[src/hw/slot_cap_pkg.sv]
package slot_cap_pkg;
  // register map
  localparam logic [11:0] SLOT_CAP_OFFSET = 12'h054;
  localparam logic [11:0] SLOT_CFG_OFFSET = 12'h100;
  localparam logic [11:0] SLOT_MSG_OFFSET = 12'h104;
  localparam logic [31:0] SLOT_CAP_RESET = 32'h0000_0000;
  // field positions in slot_capabilities
  localparam int ATTN_BUTTON_BIT = 0;
  localparam int POWER_CTRL_BIT = 1;
  localparam int RETENTION_BIT = 2;
  localparam int ATTN_IND_BIT = 3;
  localparam int POWER_IND_BIT = 4;
  localparam int SURPRISE_BIT = 5;
  localparam int HOTPLUG_BIT = 6;
  localparam int LIMIT_VALUE_LSB = 7;
  localparam int LIMIT_VALUE_W = 8;
  localparam int LIMIT_SCALE_LSB = 15;
  localparam int LIMIT_SCALE_W = 2;
  localparam int INTERLOCK_BIT = 17;
  localparam int NO_CMD_DONE_BIT = 18;
  localparam int SLOT_NUM_LSB = 19;
  localparam int SLOT_NUM_W = 13;
  // bits of the writable presence mask (low 7 plus interlock)
  localparam int PRESENCE_W = 8;
  // power limit scale codes
  localparam logic [1:0] SCALE_X1 = 2'h0;
  localparam logic [1:0] SCALE_XP1 = 2'h1;
  localparam logic [1:0] SCALE_XP01 = 2'h2;
  localparam logic [1:0] SCALE_XP001 = 2'h3;
endpackage : slot_cap_pkg

[src/hw/slot_capability_register.sv]
`timescale 1ns/10ps
// Notes on behaviour
// - bit 0 reads one when an attention button exists
// - bit 1 reads one when a slot power controller exists
// - bit 2 reads one when a retention latch sensor exists
// - bit 3 reads one when an attention indicator exists
// - bit 4 reads one when a power indicator exists
// - bit 5 one means the adapter may be pulled without notice
// - bit 6 one means the slot supports hot-plug
// - bits 14:7 hold the writable eight-bit power limit value
// - bits 16:15 hold the limit scale, codes 0..3 for 1.0 to 0.001
// - limit message sent on capability write with a slot present and on link entering up
// - bit 17 reads one when an electromechanical interlock exists
// - bit 18 always reads zero
// - bits 31:19 hold the physical slot number, zero for board devices
// - with no slot implemented, all fields read zero and are read-only
module slot_capability_register
  import slot_cap_pkg::*;
(
  // clock and reset
  input wire logic sys_clk,
  input wire logic srst,
  // register port
  input wire logic [11:0] reg_addr,
  input wire logic [31:0] reg_wdata,
  input wire logic reg_wr,
  input wire logic reg_rd,
  output logic [31:0] reg_rdata,
  // port configuration
  input wire logic slot_implemented,
  // link state
  input wire logic link_dl_up,
  // power limit message toward the slot
  output logic limit_msg_valid,
  output logic [7:0] limit_msg_value,
  output logic [1:0] limit_msg_scale
);
  import slot_cap_pkg::*;

  logic [PRESENCE_W-1:0] presence_q;
  logic [SLOT_NUM_W-1:0] slot_num_q;
  logic [LIMIT_VALUE_W+LIMIT_SCALE_W-1:0] limit_q;
  logic limit_wr;
  logic link_up_q;
  logic send_pend_q;
  logic [15:0] msg_count_q;
  logic [31:0] cap_view;
  logic [31:0] rdata_q;
  logic msg_valid_q;
  logic [7:0] msg_value_q;
  logic [1:0] msg_scale_q;

  // writes to the capability word, gated by slot presence
  function automatic logic cap_hit(input logic [11:0] a);
    return a == SLOT_CAP_OFFSET;
  endfunction : cap_hit

  assign limit_wr = reg_wr && cap_hit(reg_addr) && slot_implemented;

  // presence and slot number are locked fields, writable only with a slot
  always_ff @(posedge sys_clk) begin
    if (srst) begin
      presence_q <= '0;
      slot_num_q <= '0;
    end else if (limit_wr) begin
      presence_q <= {reg_wdata[INTERLOCK_BIT], reg_wdata[HOTPLUG_BIT:ATTN_BUTTON_BIT]};
      slot_num_q <= reg_wdata[SLOT_NUM_LSB +: SLOT_NUM_W];
    end
  end

  // limit value and scale storage
  slot_limit_hold #(
    .W(LIMIT_VALUE_W + LIMIT_SCALE_W)
  ) u_limit (
    .sys_clk(sys_clk),
    .srst(srst),
    .wr_en(limit_wr),
    .wr_data(reg_wdata[LIMIT_VALUE_LSB +: LIMIT_VALUE_W + LIMIT_SCALE_W]),
    .rd_data(limit_q)
  );

  // visible register image; everything but bit 18 masked without a slot
  always_comb begin
    cap_view = '0;
    if (slot_implemented) begin
      cap_view[ATTN_BUTTON_BIT] = presence_q[0];
      cap_view[POWER_CTRL_BIT] = presence_q[1];
      cap_view[RETENTION_BIT] = presence_q[2];
      cap_view[ATTN_IND_BIT] = presence_q[3];
      cap_view[POWER_IND_BIT] = presence_q[4];
      cap_view[SURPRISE_BIT] = presence_q[5];
      cap_view[HOTPLUG_BIT] = presence_q[6];
      cap_view[LIMIT_VALUE_LSB +: LIMIT_VALUE_W + LIMIT_SCALE_W] = limit_q;
      cap_view[INTERLOCK_BIT] = presence_q[7];
      cap_view[SLOT_NUM_LSB +: SLOT_NUM_W] = slot_num_q;
    end
    cap_view[NO_CMD_DONE_BIT] = 1'b0;
  end

  // read data one cycle after the strobe; unmapped reads return zero
  always_ff @(posedge sys_clk) begin
    if (srst) begin
      rdata_q <= '0;
    end else if (reg_rd) begin
      unique case (reg_addr)
        SLOT_CAP_OFFSET: rdata_q <= cap_view;
        SLOT_CFG_OFFSET: rdata_q <= {31'h0000_0000, link_up_q};
        SLOT_MSG_OFFSET: rdata_q <= {16'h0000, msg_count_q};
        default: rdata_q <= '0;
      endcase
    end else begin
      rdata_q <= '0;
    end
  end

  // link state edge; link_up_q is link_dl_up delayed one cycle
  always_ff @(posedge sys_clk) begin
    if (srst) begin
      link_up_q <= 1'b0;
    end else begin
      link_up_q <= link_dl_up;
    end
  end

  // message request waits one cycle so it carries freshly written limits
  always_ff @(posedge sys_clk) begin
    if (srst) begin
      send_pend_q <= 1'b0;
    end else begin
      send_pend_q <= limit_wr || (link_dl_up && !link_up_q);
    end
  end

  // message outputs, one-cycle pulse with current value and scale, or zero and SCALE_X1 without a slot
  always_ff @(posedge sys_clk) begin
    if (srst) begin
      msg_valid_q <= 1'b0;
      msg_value_q <= '0;
      msg_scale_q <= '0;
    end else begin
      msg_valid_q <= send_pend_q;
      if (send_pend_q) begin
        msg_value_q <= slot_implemented ? limit_q[LIMIT_VALUE_W-1:0] : 8'h00;
        msg_scale_q <= slot_implemented ? limit_q[LIMIT_VALUE_W +: LIMIT_SCALE_W] : SCALE_X1;
      end
    end
  end

  // count of messages sent, wraps, for software diagnosis
  always_ff @(posedge sys_clk) begin
    if (srst) begin
      msg_count_q <= '0;
    end else if (send_pend_q) begin
      msg_count_q <= msg_count_q + 16'h0001;
    end
  end

  assign reg_rdata = rdata_q;
  assign limit_msg_valid = msg_valid_q;
  assign limit_msg_value = msg_value_q;
  assign limit_msg_scale = msg_scale_q;

  AST_NO_CMD_DONE_SUPPORT_ZERO: assert property (@(posedge sys_clk) disable iff (srst)
    $past(reg_rd) |-> !reg_rdata[NO_CMD_DONE_BIT]) else $error("bit 18 read nonzero");
  AST_NOSLOT_ZERO: assert property (@(posedge sys_clk) disable iff (srst)
    ($past(reg_rd) && $past(reg_addr) == SLOT_CAP_OFFSET && !$past(slot_implemented)) |-> reg_rdata == 32'h0)
    else $error("capability not zero without slot");
  AST_WRITE_MSG: assert property (@(posedge sys_clk) disable iff (srst)
    limit_wr |-> ##2 limit_msg_valid) else $error("write gave no message");
  AST_LINKUP_MSG: assert property (@(posedge sys_clk) disable iff (srst)
    (link_dl_up && !link_up_q) |-> ##2 limit_msg_valid) else $error("link up gave no message");
  AST_MSG_VALUE: assert property (@(posedge sys_clk) disable iff (srst)
    (limit_wr && slot_implemented ##1 slot_implemented) |-> ##1
    limit_msg_value == $past(reg_wdata[14:7], 2)) else $error("message value wrong");
  AST_MSG_SCALE: assert property (@(posedge sys_clk) disable iff (srst)
    (limit_wr ##1 slot_implemented) |-> ##1
    limit_msg_scale == $past(reg_wdata[16:15], 2)) else $error("message scale wrong");
  AST_NO_SPURIOUS: assert property (@(posedge sys_clk) disable iff (srst)
    limit_msg_valid |-> $past(limit_wr, 2) || ($past(link_dl_up, 2) && !$past(link_up_q, 2)))
    else $error("message without cause");
  AST_READBACK: assert property (@(posedge sys_clk) disable iff (srst)
    (limit_wr ##1 (reg_rd && reg_addr == SLOT_CAP_OFFSET && slot_implemented && !reg_wr)) |-> ##1
    reg_rdata[31:19] == $past(reg_wdata[31:19], 2) && reg_rdata[6:0] == $past(reg_wdata[6:0], 2)
    && reg_rdata[17] == $past(reg_wdata[17], 2)) else $error("readback mismatch");
  // without a slot every stored field must stay frozen, whatever software writes
  AST_NOSLOT_HOLD: assert property (@(posedge sys_clk) disable iff (srst)
    !slot_implemented |=> $stable(limit_q) && $stable(presence_q) && $stable(slot_num_q))
    else $error("field changed without slot");
  // a message launched without a slot carries no stale limit
  AST_NOSLOT_MSG: assert property (@(posedge sys_clk) disable iff (srst)
    ($past(send_pend_q) && !$past(slot_implemented)) |-> limit_msg_value == 8'h00 && limit_msg_scale == SCALE_X1)
    else $error("message carried limit without slot");
endmodule : slot_capability_register

[src/hw/slot_limit_hold.sv]
`timescale 1ns/10ps
// power limit value and scale storage, read data out of a register
module slot_limit_hold #(
  parameter int W = 10
) (
  // clock and reset
  input wire logic sys_clk,
  input wire logic srst,
  // write side
  input wire logic wr_en,
  input wire logic [W-1:0] wr_data,
  // held value
  output logic [W-1:0] rd_data
);
  // writes land one cycle later, as the message sender expects
  always_ff @(posedge sys_clk) begin
    if (srst) begin
      rd_data <= '0;
    end else if (wr_en) begin
      rd_data <= wr_data;
    end
  end
endmodule : slot_limit_hold

[config.mk]
export PLATFORM = sky130hd
export DESIGN_NAME = slot_capability_register
export DESIGN_NICKNAME = d
export VERILOG_FILES = /design/src/hw/slot_cap_pkg.sv /design/src/hw/slot_capability_register.sv /design/src/hw/slot_limit_hold.sv
export SDC_FILE = /design/constraint.sdc
export NUM_CORES = 1
export LEC_CHECK = 0
export ABC_CLOCK_PERIOD_IN_PS = 2380
export BUFFER_PORTS_ARGS = -buffer_cell sky130_fd_sc_hd__clkbuf_2
export CAP_MARGIN = 20
export CORE_ASPECT_RATIO = 1.25
export CORE_MARGIN = 2
export CORE_UTILIZATION = 40
export DETAILED_ROUTE_END_ITERATION = 10
export PLACE_DENSITY_LB_ADDON = 0.25
export SYNTH_ARGS = -nofsm -noshare
export SYNTH_HDL_FRONTEND = slang
export SYNTH_SLANG_ARGS = --single-unit
[constraint.sdc]
create_clock -name sys_clk -period 2.38 [get_ports sys_clk]
set_clock_uncertainty 0.05 [all_clocks]
set_input_delay 0.476 -clock sys_clk [delete_from_list [all_inputs] [get_ports sys_clk]]
set_output_delay 0.476 -clock sys_clk [all_outputs]
set_load 0.05 [all_outputs]
# Yosys cells after proc, flatten, opt, wreduce, memory -nomap -nowiden
# Index checks and enable logic that the tools add are counted.
# Widths: inputs -> output; s select.
[totals] inputBits=50 ff_bits=92 output_inout_bits=43
[classes] eq_ne=3 n_addsub=1 reduce_logical=6 mux=5 bitwise=1
[op_table] cell="$pmux 32 s3" count=1
[op_table] cell="$eq 12x9->1 const B" count=2
[op_table] cell="$mux 18" count=1
[op_table] cell="$add 16x1->16 const B" count=1
[op_table] cell="$mux 13" count=1
[op_table] cell="$eq 12x7->1 const B" count=1
[op_table] cell="$mux 8" count=1
[op_table] cell="$logic_and 1x1->1" count=3
[op_table] cell="$mux 2" count=1
[op_table] cell="$reduce_or 2->1" count=1
[op_table] cell="$logic_not 1->1" count=1
[op_table] cell="$logic_or 1x1->1" count=1
[op_table] cell="$not 1->1" count=1

# Longest topological paths before layout
# Gate-level depths: netlist of the first run.
[logic_depth] ltp_word=4 depth_mapped=6 ltp_nobuf=4

# Cells and area by module
# A second synthesis of the first run with hierarchy kept.
[unflattened] hier_cells=362 area_unflattened_um2=3430.8
[by_module_without_submodules] module="slot_capability_register" seq_area_each_um2=1621.6 n_inst=1 area_each_um2=3078.0 cells_each=330
[by_module_without_submodules] module="slot_limit_hold" seq_area_each_um2=200.2 n_inst=1 area_each_um2=352.8 cells_each=32

# Worst setup path before layout of the first run
# OpenSTA, ideal clock, no wires.
[synth_path] path_kind="input to register" from="input port reg_addr[5]" to="register presence_q[0]" setup_ps=72 stages=6 arrival_time_ps=1766 n_path_buf=2 required_ps=2258 path_slack_ps=493 path_cell_list="or4_1 > nor2_4 > and3_1 > buf_6 > buf_12 > mux2i_1"
[synth_between] elab_chain_cells=3
[synth_rtl] item="start: declaration" line_no="slot_capability_register.sv:24" rtl="input wire logic [11:0] reg_addr,"
[synth_rtl] item="$eq 12x7->1" line_no="slot_capability_register.sv:55" rtl="return a == SLOT_CAP_OFFSET;"
[synth_rtl] item="$logic_and 1x1->1 (2 in a row)" line_no="slot_capability_register.sv:58" rtl="assign limit_wr = reg_wr && cap_hit(reg_addr) && slot_implemented;"
[synth_rtl] item="end signal: assignment" line_no="slot_capability_register.sv:66" rtl="presence_q <= {reg_wdata[INTERLOCK_BIT], reg_wdata[HOTPLUG_BIT:ATTN_BUTTON_BIT]};"
[synth_rtl] item="end: declaration" line_no="slot_capability_register.sv:40" rtl="logic [PRESENCE_W-1:0] presence_q;"
# No other way between the ends.
# A chain may end at the register's enable or synchronous reset.

==> results.md, run 1 <==
- Final setup viols: 0
- H-tree depth: 3
- F_max: 0.537 GHz
- Slew margin rel.: 0.508
- IO Pins: 93
- Clock transition at path regs: 0.08 ns
- GPL Wtd Cong: 0.784
- Synth cell types: 41
- Die width: 87.7 µm
- Worst Tran Pin Value: 0.738 ns
- Drt drc: 0
- # Post-CTS Setup Buffers: 0
- LEAKAGE: 1.66 nW
- Hold Crit Start: reg_wdata[22]
- ANT cells: 0
- Max Slew Vio Count: 0
- Initial antenna violation count: 0
- Reg power frac: 0.560
- Die area: 9530 µm²
- Crit. End Element: flip-flop
- TritonRoute pass-1 iters: 4
- Required @ worst endpoint: 2.59 ns
- Layout net count: 506
- Drt total wl: 7.63 mm
- Number of port buffers: 90
- Post-route ant nets: 0
- Seq cells post-synth: 91
- Final period demand of the worst path: 1.86 ns
- Net Sw Frac: 0.222
- Sequential area share after synthesis: 0.520
- Largest cells by area after synthesis: dfxtp_1, mux2i_1, nand2_1
- Fill cells: 827
- Status: completed
- Unrepaired setup endpoints after global routing: false
- Syn nets: 420
- Power share of the clock group: 0.393
- CTS max path bufs: 2
- Int Power: 0.00213 W
- Number of cells produced by synthesis: 369
- Reg2reg start: send_pend_q$_SDFF_PP0_
- CTS tree: yes
- Core area: 8610 µm²
- Clk Latency, worst-skew pair: 0.37 ns
- Row count: 38
- Psw: 0.000608 W
- Syn_area_per_cell: 9.50 µm²
- Arrival time worst endpoint: 2.07 ns
- Max FO, Critical Path: 11
- Ys async rst share: 0
- Grt ovf: 0
- Cts hold-fix bufs: 0
- Predominant post-synthesis flop cell: dfxtp_1
- Total number of vias: 2,784
- Worst min-delay path category: input pin to flip-flop
- Comb power frac: 0.047
- Starting Density: 0.407
- Max Cap Viol: 0
- Top cell type's share of synthesized area: 0.520
- Post-synth EDFFs: 0
- Yosys top cell by area: dfxtp_1
- Worst Setup Start Kind: flip-flop
- Initial DRC Count: 142
- GRT Util Overall: 0.170
- Period utilisation layout: 0.782
- Largest net degree at the start of global routing: 32
- Vias in the first global route: 2,633
- CTS-repair resized insts: 0
- CTS sink count: 91
- Setup TNS: 0 ns
- Worst Setup SP: send_pend_q$_SDFF_PP0_
- Height of the die: 109 µm
- Synthesized cell area: 3500 µm²
- HPWL after DPL: 5.27 mm
- Layout cell share with drive strength beyond 1: 0.267
- Crit path kind: flip-flop to flip-flop
- Root cell of the clock tree: clkbuf_8
- Vias/cell: 4.80
- Routed len/inst: 13.2 µm
- Area Growth Syn to Fin: 21.2%
- Most frequent cell after synthesis: dfxtp_1
- Pwr Total: 0.00273 W
- Wire length of the first global-routing pass: 12.4 mm
- CTS buffer count: 9
- Worst hold slack: 0.277 ns
- Commonest cells post-synth: dfxtp_1, nand2_1, mux2i_1, nor2_1
- Hold Vio Cnt, Final: 0
- Max IR drop VDD: 0.355 mV
- Synthesis Warnings: 0
- Pwr Density: 644 nW/µm²
## per-layer routing
metal,vias up,share of wire,global-route usage
met3,11,0.063,0.0439
met1,1279,0.45,0.210
li1,1412,-,-
met5,-,0,0
met4,0,0.023,0.0967
met2,82,0.47,0.269
## cell families after synthesis
family,Yosys count,share of synthesized area
mux,34,0.0978
fa+ha+maj,1,0.00357
other cells,1,0.00107
buf+inv,25,0.0446
flops,91,0.520
compound gates,36,0.0693
xor+xnor,10,0.0250
simple gates,171,0.239
## worst max-delay path: stages (launching register included)
cell and delay [ns]:
dfxtp_1 0.56, nand4_1 0.22, nor4_2 0.50, nand3_1 0.15
mux2_2 0.28
## power groups by stage
| stage | Clock, W | Combinational (W) | Sequential, W |
|---|---|---|---|
| final | 0.00107 | 0.000128 | 0.00153 |
| after detailed placement | 0 | 0.000130 | 0.00157 |
| after CTS | 0.00110 | 0.000131 | 0.00153 |
| after floorplan | 0 | 0.0000668 | 0.00157 |
| after global placement | 0 | 0.000128 | 0.00157 |
| after global routing | 0.00116 | 0.000143 | 0.00153 |
## metrics by stage
stage	setup WS, ns	util	std cells	area, µm²
final	0.519	0.494	580	4250
after global placement	0.321	0.470	564	4040
after floorplan	0.493	-	369	3500
after detailed placement	0.292	0.470	564	4040
after CTS	0.519	0.494	580	4250
after global routing	0.374	0.494	580	4250
## sequential cells by signal (all words and copies together) (netlist names)
| register | count |
|---|---|
| limit_msg_scale | 2 |
| limit_msg_value | 8 |
| u_limit.rd_data | 10 |
| presence_q | 8 |
| msg_count_q | 16 |
| limit_msg_valid | 1 |
| link_up_q | 1 |
| reg_rdata | 31 |
| slot_num_q | 13 |
| send_pend_q | 1 |
## cell type report
| class | count | area [µm²] | area share |
|---|---|---|---|
| sequential | 91 | 1820 | 0.429 |
| clock inverter | 3 | 46.3 | 0.0109 |
| clock buffer | 13 | 159 | 0.0374 |
| multi-input combinational | 253 | 1530 | 0.360 |
| tap | 120 | 150 | 0.0353 |
| timing repair buffer | 98 | 536 | 0.126 |
| inverter | 2 | 7.51 | 0.00177 |
## final timing paths
path	cells after the start	slack, ns	to
min reg2reg	2	0.40	slot_num_q[3]$_SDFFE_PP0P_
min	3	0.28	slot_num_q[3]$_SDFFE_PP0P_
max	4	0.52	msg_count_q[13]$_SDFFE_PP0P_
max reg2reg	4	0.52	msg_count_q[13]$_SDFFE_PP0P_
## cell usage in the layout, fill, tap and decap left out, types with 2 or more instances in the layout
cell type	instances
nand2b_1	10
and3_1	2
xor2_1	6
o211ai_1	2
nand4_1	6
and4_1	3
clkbuf_2	90
nor3b_2	2
dfxtp_1	91
o21ai_0	2
mux2i_1	32
mux2_2	2
xnor2_1	4
and2_1	15
nand3_1	15
nor2b_1	5
a22oi_1	15
clkbuf_1	2
clkbuf_8	11
nand2_1	71
buf_12	2
or4_1	2
nor2_1	31
buf_4	6
nor3_1	2
a21oi_1	13
Power figures use the tool's default switching activity.
==> inputs of run 2 (changes only) <==
ABC_CLOCK_PERIOD_IN_PS = 1600   (was 2380)
clock period = 1.6 ns   (was 2.38 ns; I/O delays follow)
==> run 2 against run 1 <==
  * Routed wire length decreased by 1.8%
  * Final cell count up 3.1%
  * Die area stayed put
  * Combinational power increased by 52%
  * Flip-flop and latch count did not move
  * Utilization rose by 1.8 points
  * Cell area is 3.6% higher
  * Clock power grew 44%
  * Critical path depth unchanged
  * Non-clock buffer count increased by 18
  * Register-to-register slack got worse by 0.41 ns
  * Global-route usage is 0.17 points lower
  * Highest routed layer unchanged
==> results.md, run 2 (same netlist as run 1, synthesis figures left out) <==
- Post-route ant nets: 0
- Final period demand of the worst path: 1.49 ns
- Max incr delay on CP: 0.49 ns
- Worst hold slack: 0.132 ns
- Vias in the first global route: 2,689
- Row count: 38
- Total number of vias: 2,826
- CP Buf/Inv Count: 0
- Die width: 87.7 µm
- Commonest non-fill, non-tap cells in the layout: dfxtp_1, clkbuf_2, nand2_1
- H-tree depth: 3
- Final setup viols: 0
- Layout cell share with drive strength beyond 1: 0.299
- Post-Layout Cell Count: 598
- ANT cells: 0
- Drt drc: 0
- Drt total wl: 7.49 mm
- Height of the die: 109 µm
- HPWL after DPL: 5.46 mm
- Largest net degree at the start of global routing: 31
- Worst Setup Start Kind: flip-flop
- Unrepaired setup endpoints after global routing: false
- Initial DRC Count: 101
- Arrival time worst endpoint: 1.74 ns
- Reg2reg start: msg_count_q[0]$_SDFFE_PP0P_
- Hold Vio Cnt, Final: 0
- Initial antenna violation count: 0
- Crit path kind: flip-flop to flip-flop
- CTS tree: yes
- Worst Setup SP: msg_count_q[0]$_SDFFE_PP0P_
- Max Slew Vio Count: 0
- Cts hold-fix bufs: 0
- Cells after DPL: 582
- Required @ worst endpoint: 1.84 ns
- Starting Density: 0.407
- Layout net count: 524
- Routed len/inst: 12.5 µm
- Wire length of the first global-routing pass: 12.3 mm
- Area Growth Syn to Fin: 25.6%
- Max Cap Viol: 0
- TritonRoute pass-1 iters: 5
- Worst path slowest cell: or4b_1
- CTS-repair resized insts: 0
- Largest register FFs: 31
- GPL Wtd Cong: 0.777
- Grt ovf: 0
- Most common cell after layout, fill and taps aside: dfxtp_1
- CTS sink count: 91
- Period utilisation layout: 0.933
- LEAKAGE: 1.77 nW
- Status: completed
- Pre-CTS WS: -0.243 ns
- Max IR drop VDD: 0.517 mV
- Worst min-delay path category: input pin to flip-flop
- Vias/cell: 4.73
- Core area: 8610 µm²
- # Post-CTS Setup Buffers: 0
- CTS max path bufs: 2
- GRT Util Overall: 0.169
- Crit. End Element: flip-flop
- CP delay by family, top: simple AND/OR/NAND/NOR gates
- IO Pins: 93
- F_max: 0.670 GHz
- Critical Path, Cell by Cell: ha_1 > nand2_1 > or4b_1 > a21oi_1
- Number of port buffers: 90
- Pwr Density: 911 nW/µm²
- Clock transition at path regs: 0.09 ns
- Die area: 9530 µm²
- Clk Latency, worst-skew pair: 0.36 ns
- Final WS setup: 0.108 ns
- Pwr Total: 0.00401 W
- Max FO, Critical Path: 5
- CTS buffer count: 9
- Root cell of the clock tree: clkbuf_8
- Hold Crit Start: reg_wdata[19]
[run 2: cell count changes in the layout (fill, tap and decap cells not counted)]
cell / before / now
or4_4: 1 / 2
clkbuf_1: 2 / 1
buf_12: 2 / 4
clkinv_2: 0 / 3
buf_4: 6 / 22
or4_1: 2 / 1
clkbuf_8: 11 / 10
clkinv_4: 1 / 0
[run 2: routing by layer]
layer  up-vias  routed length, µm  global-route usage
li1       1446                  -                   -
met1      1291               3380               0.206
met2        82               3620               0.274
met3         7                403              0.0477
met4         0                 87              0.0791
met5         -                  0                   0
[run 2: report_power, final]
part           switching, W  leakage [nW]  internal, W
clock              0.000779        0.0991     0.000757
sequential       0.00000658         0.733      0.00227
combinational      0.000110         0.933    0.0000848
total              0.000896          1.77      0.00311
[run 2: layout make-up]
| cell class | instances | area, µm² |
|---|---|---|
| multi-input combinational | 253 | 1530 |
| tap | 120 | 150 |
| timing repair buffer | 116 | 696 |
| clock inverter | 5 | 52.6 |
| fill | 818 | 4210 |
| inverter | 2 | 7.51 |
| clock buffer | 11 | 141 |
| sequential | 91 | 1820 |
[run 2: through the flow]
| stage | TNS, ns | area [µm²] | utilization |
|---|---|---|---|
| 6_report | 0 | 4400 | 0.511 |
| 5_1_grt | 0 | 4400 | 0.511 |
| 4_1_cts | 0 | 4400 | 0.511 |
| 3_5_place_dp | -11.29 | 4210 | 0.489 |
| 3_3_place_gp | -9.96 | 4210 | 0.489 |
| 2_1_floorplan | -3.22 | 3510 | - |
[run 2: path summary, 6_finish.rpt]
path / endpoint / depth (start not counted) / slack (ns)
max: msg_count_q[12]$_SDFFE_PP0P_ / 4 / 0.11
max reg2reg: msg_count_q[12]$_SDFFE_PP0P_ / 4 / 0.11
min reg2reg: reg_rdata[21]$_SDFF_PP0_ / 1 / 0.40
min: slot_num_q[0]$_SDFFE_PP0P_ / 3 / 0.13
[run 2: worst reg2reg max path, delay by kind of cell, from the launching register on]
family	cells	cell delay, ns
compound gates	1	0.15
fa+ha+maj	1	0.25
flops	1	0.43
simple gates	2	0.55
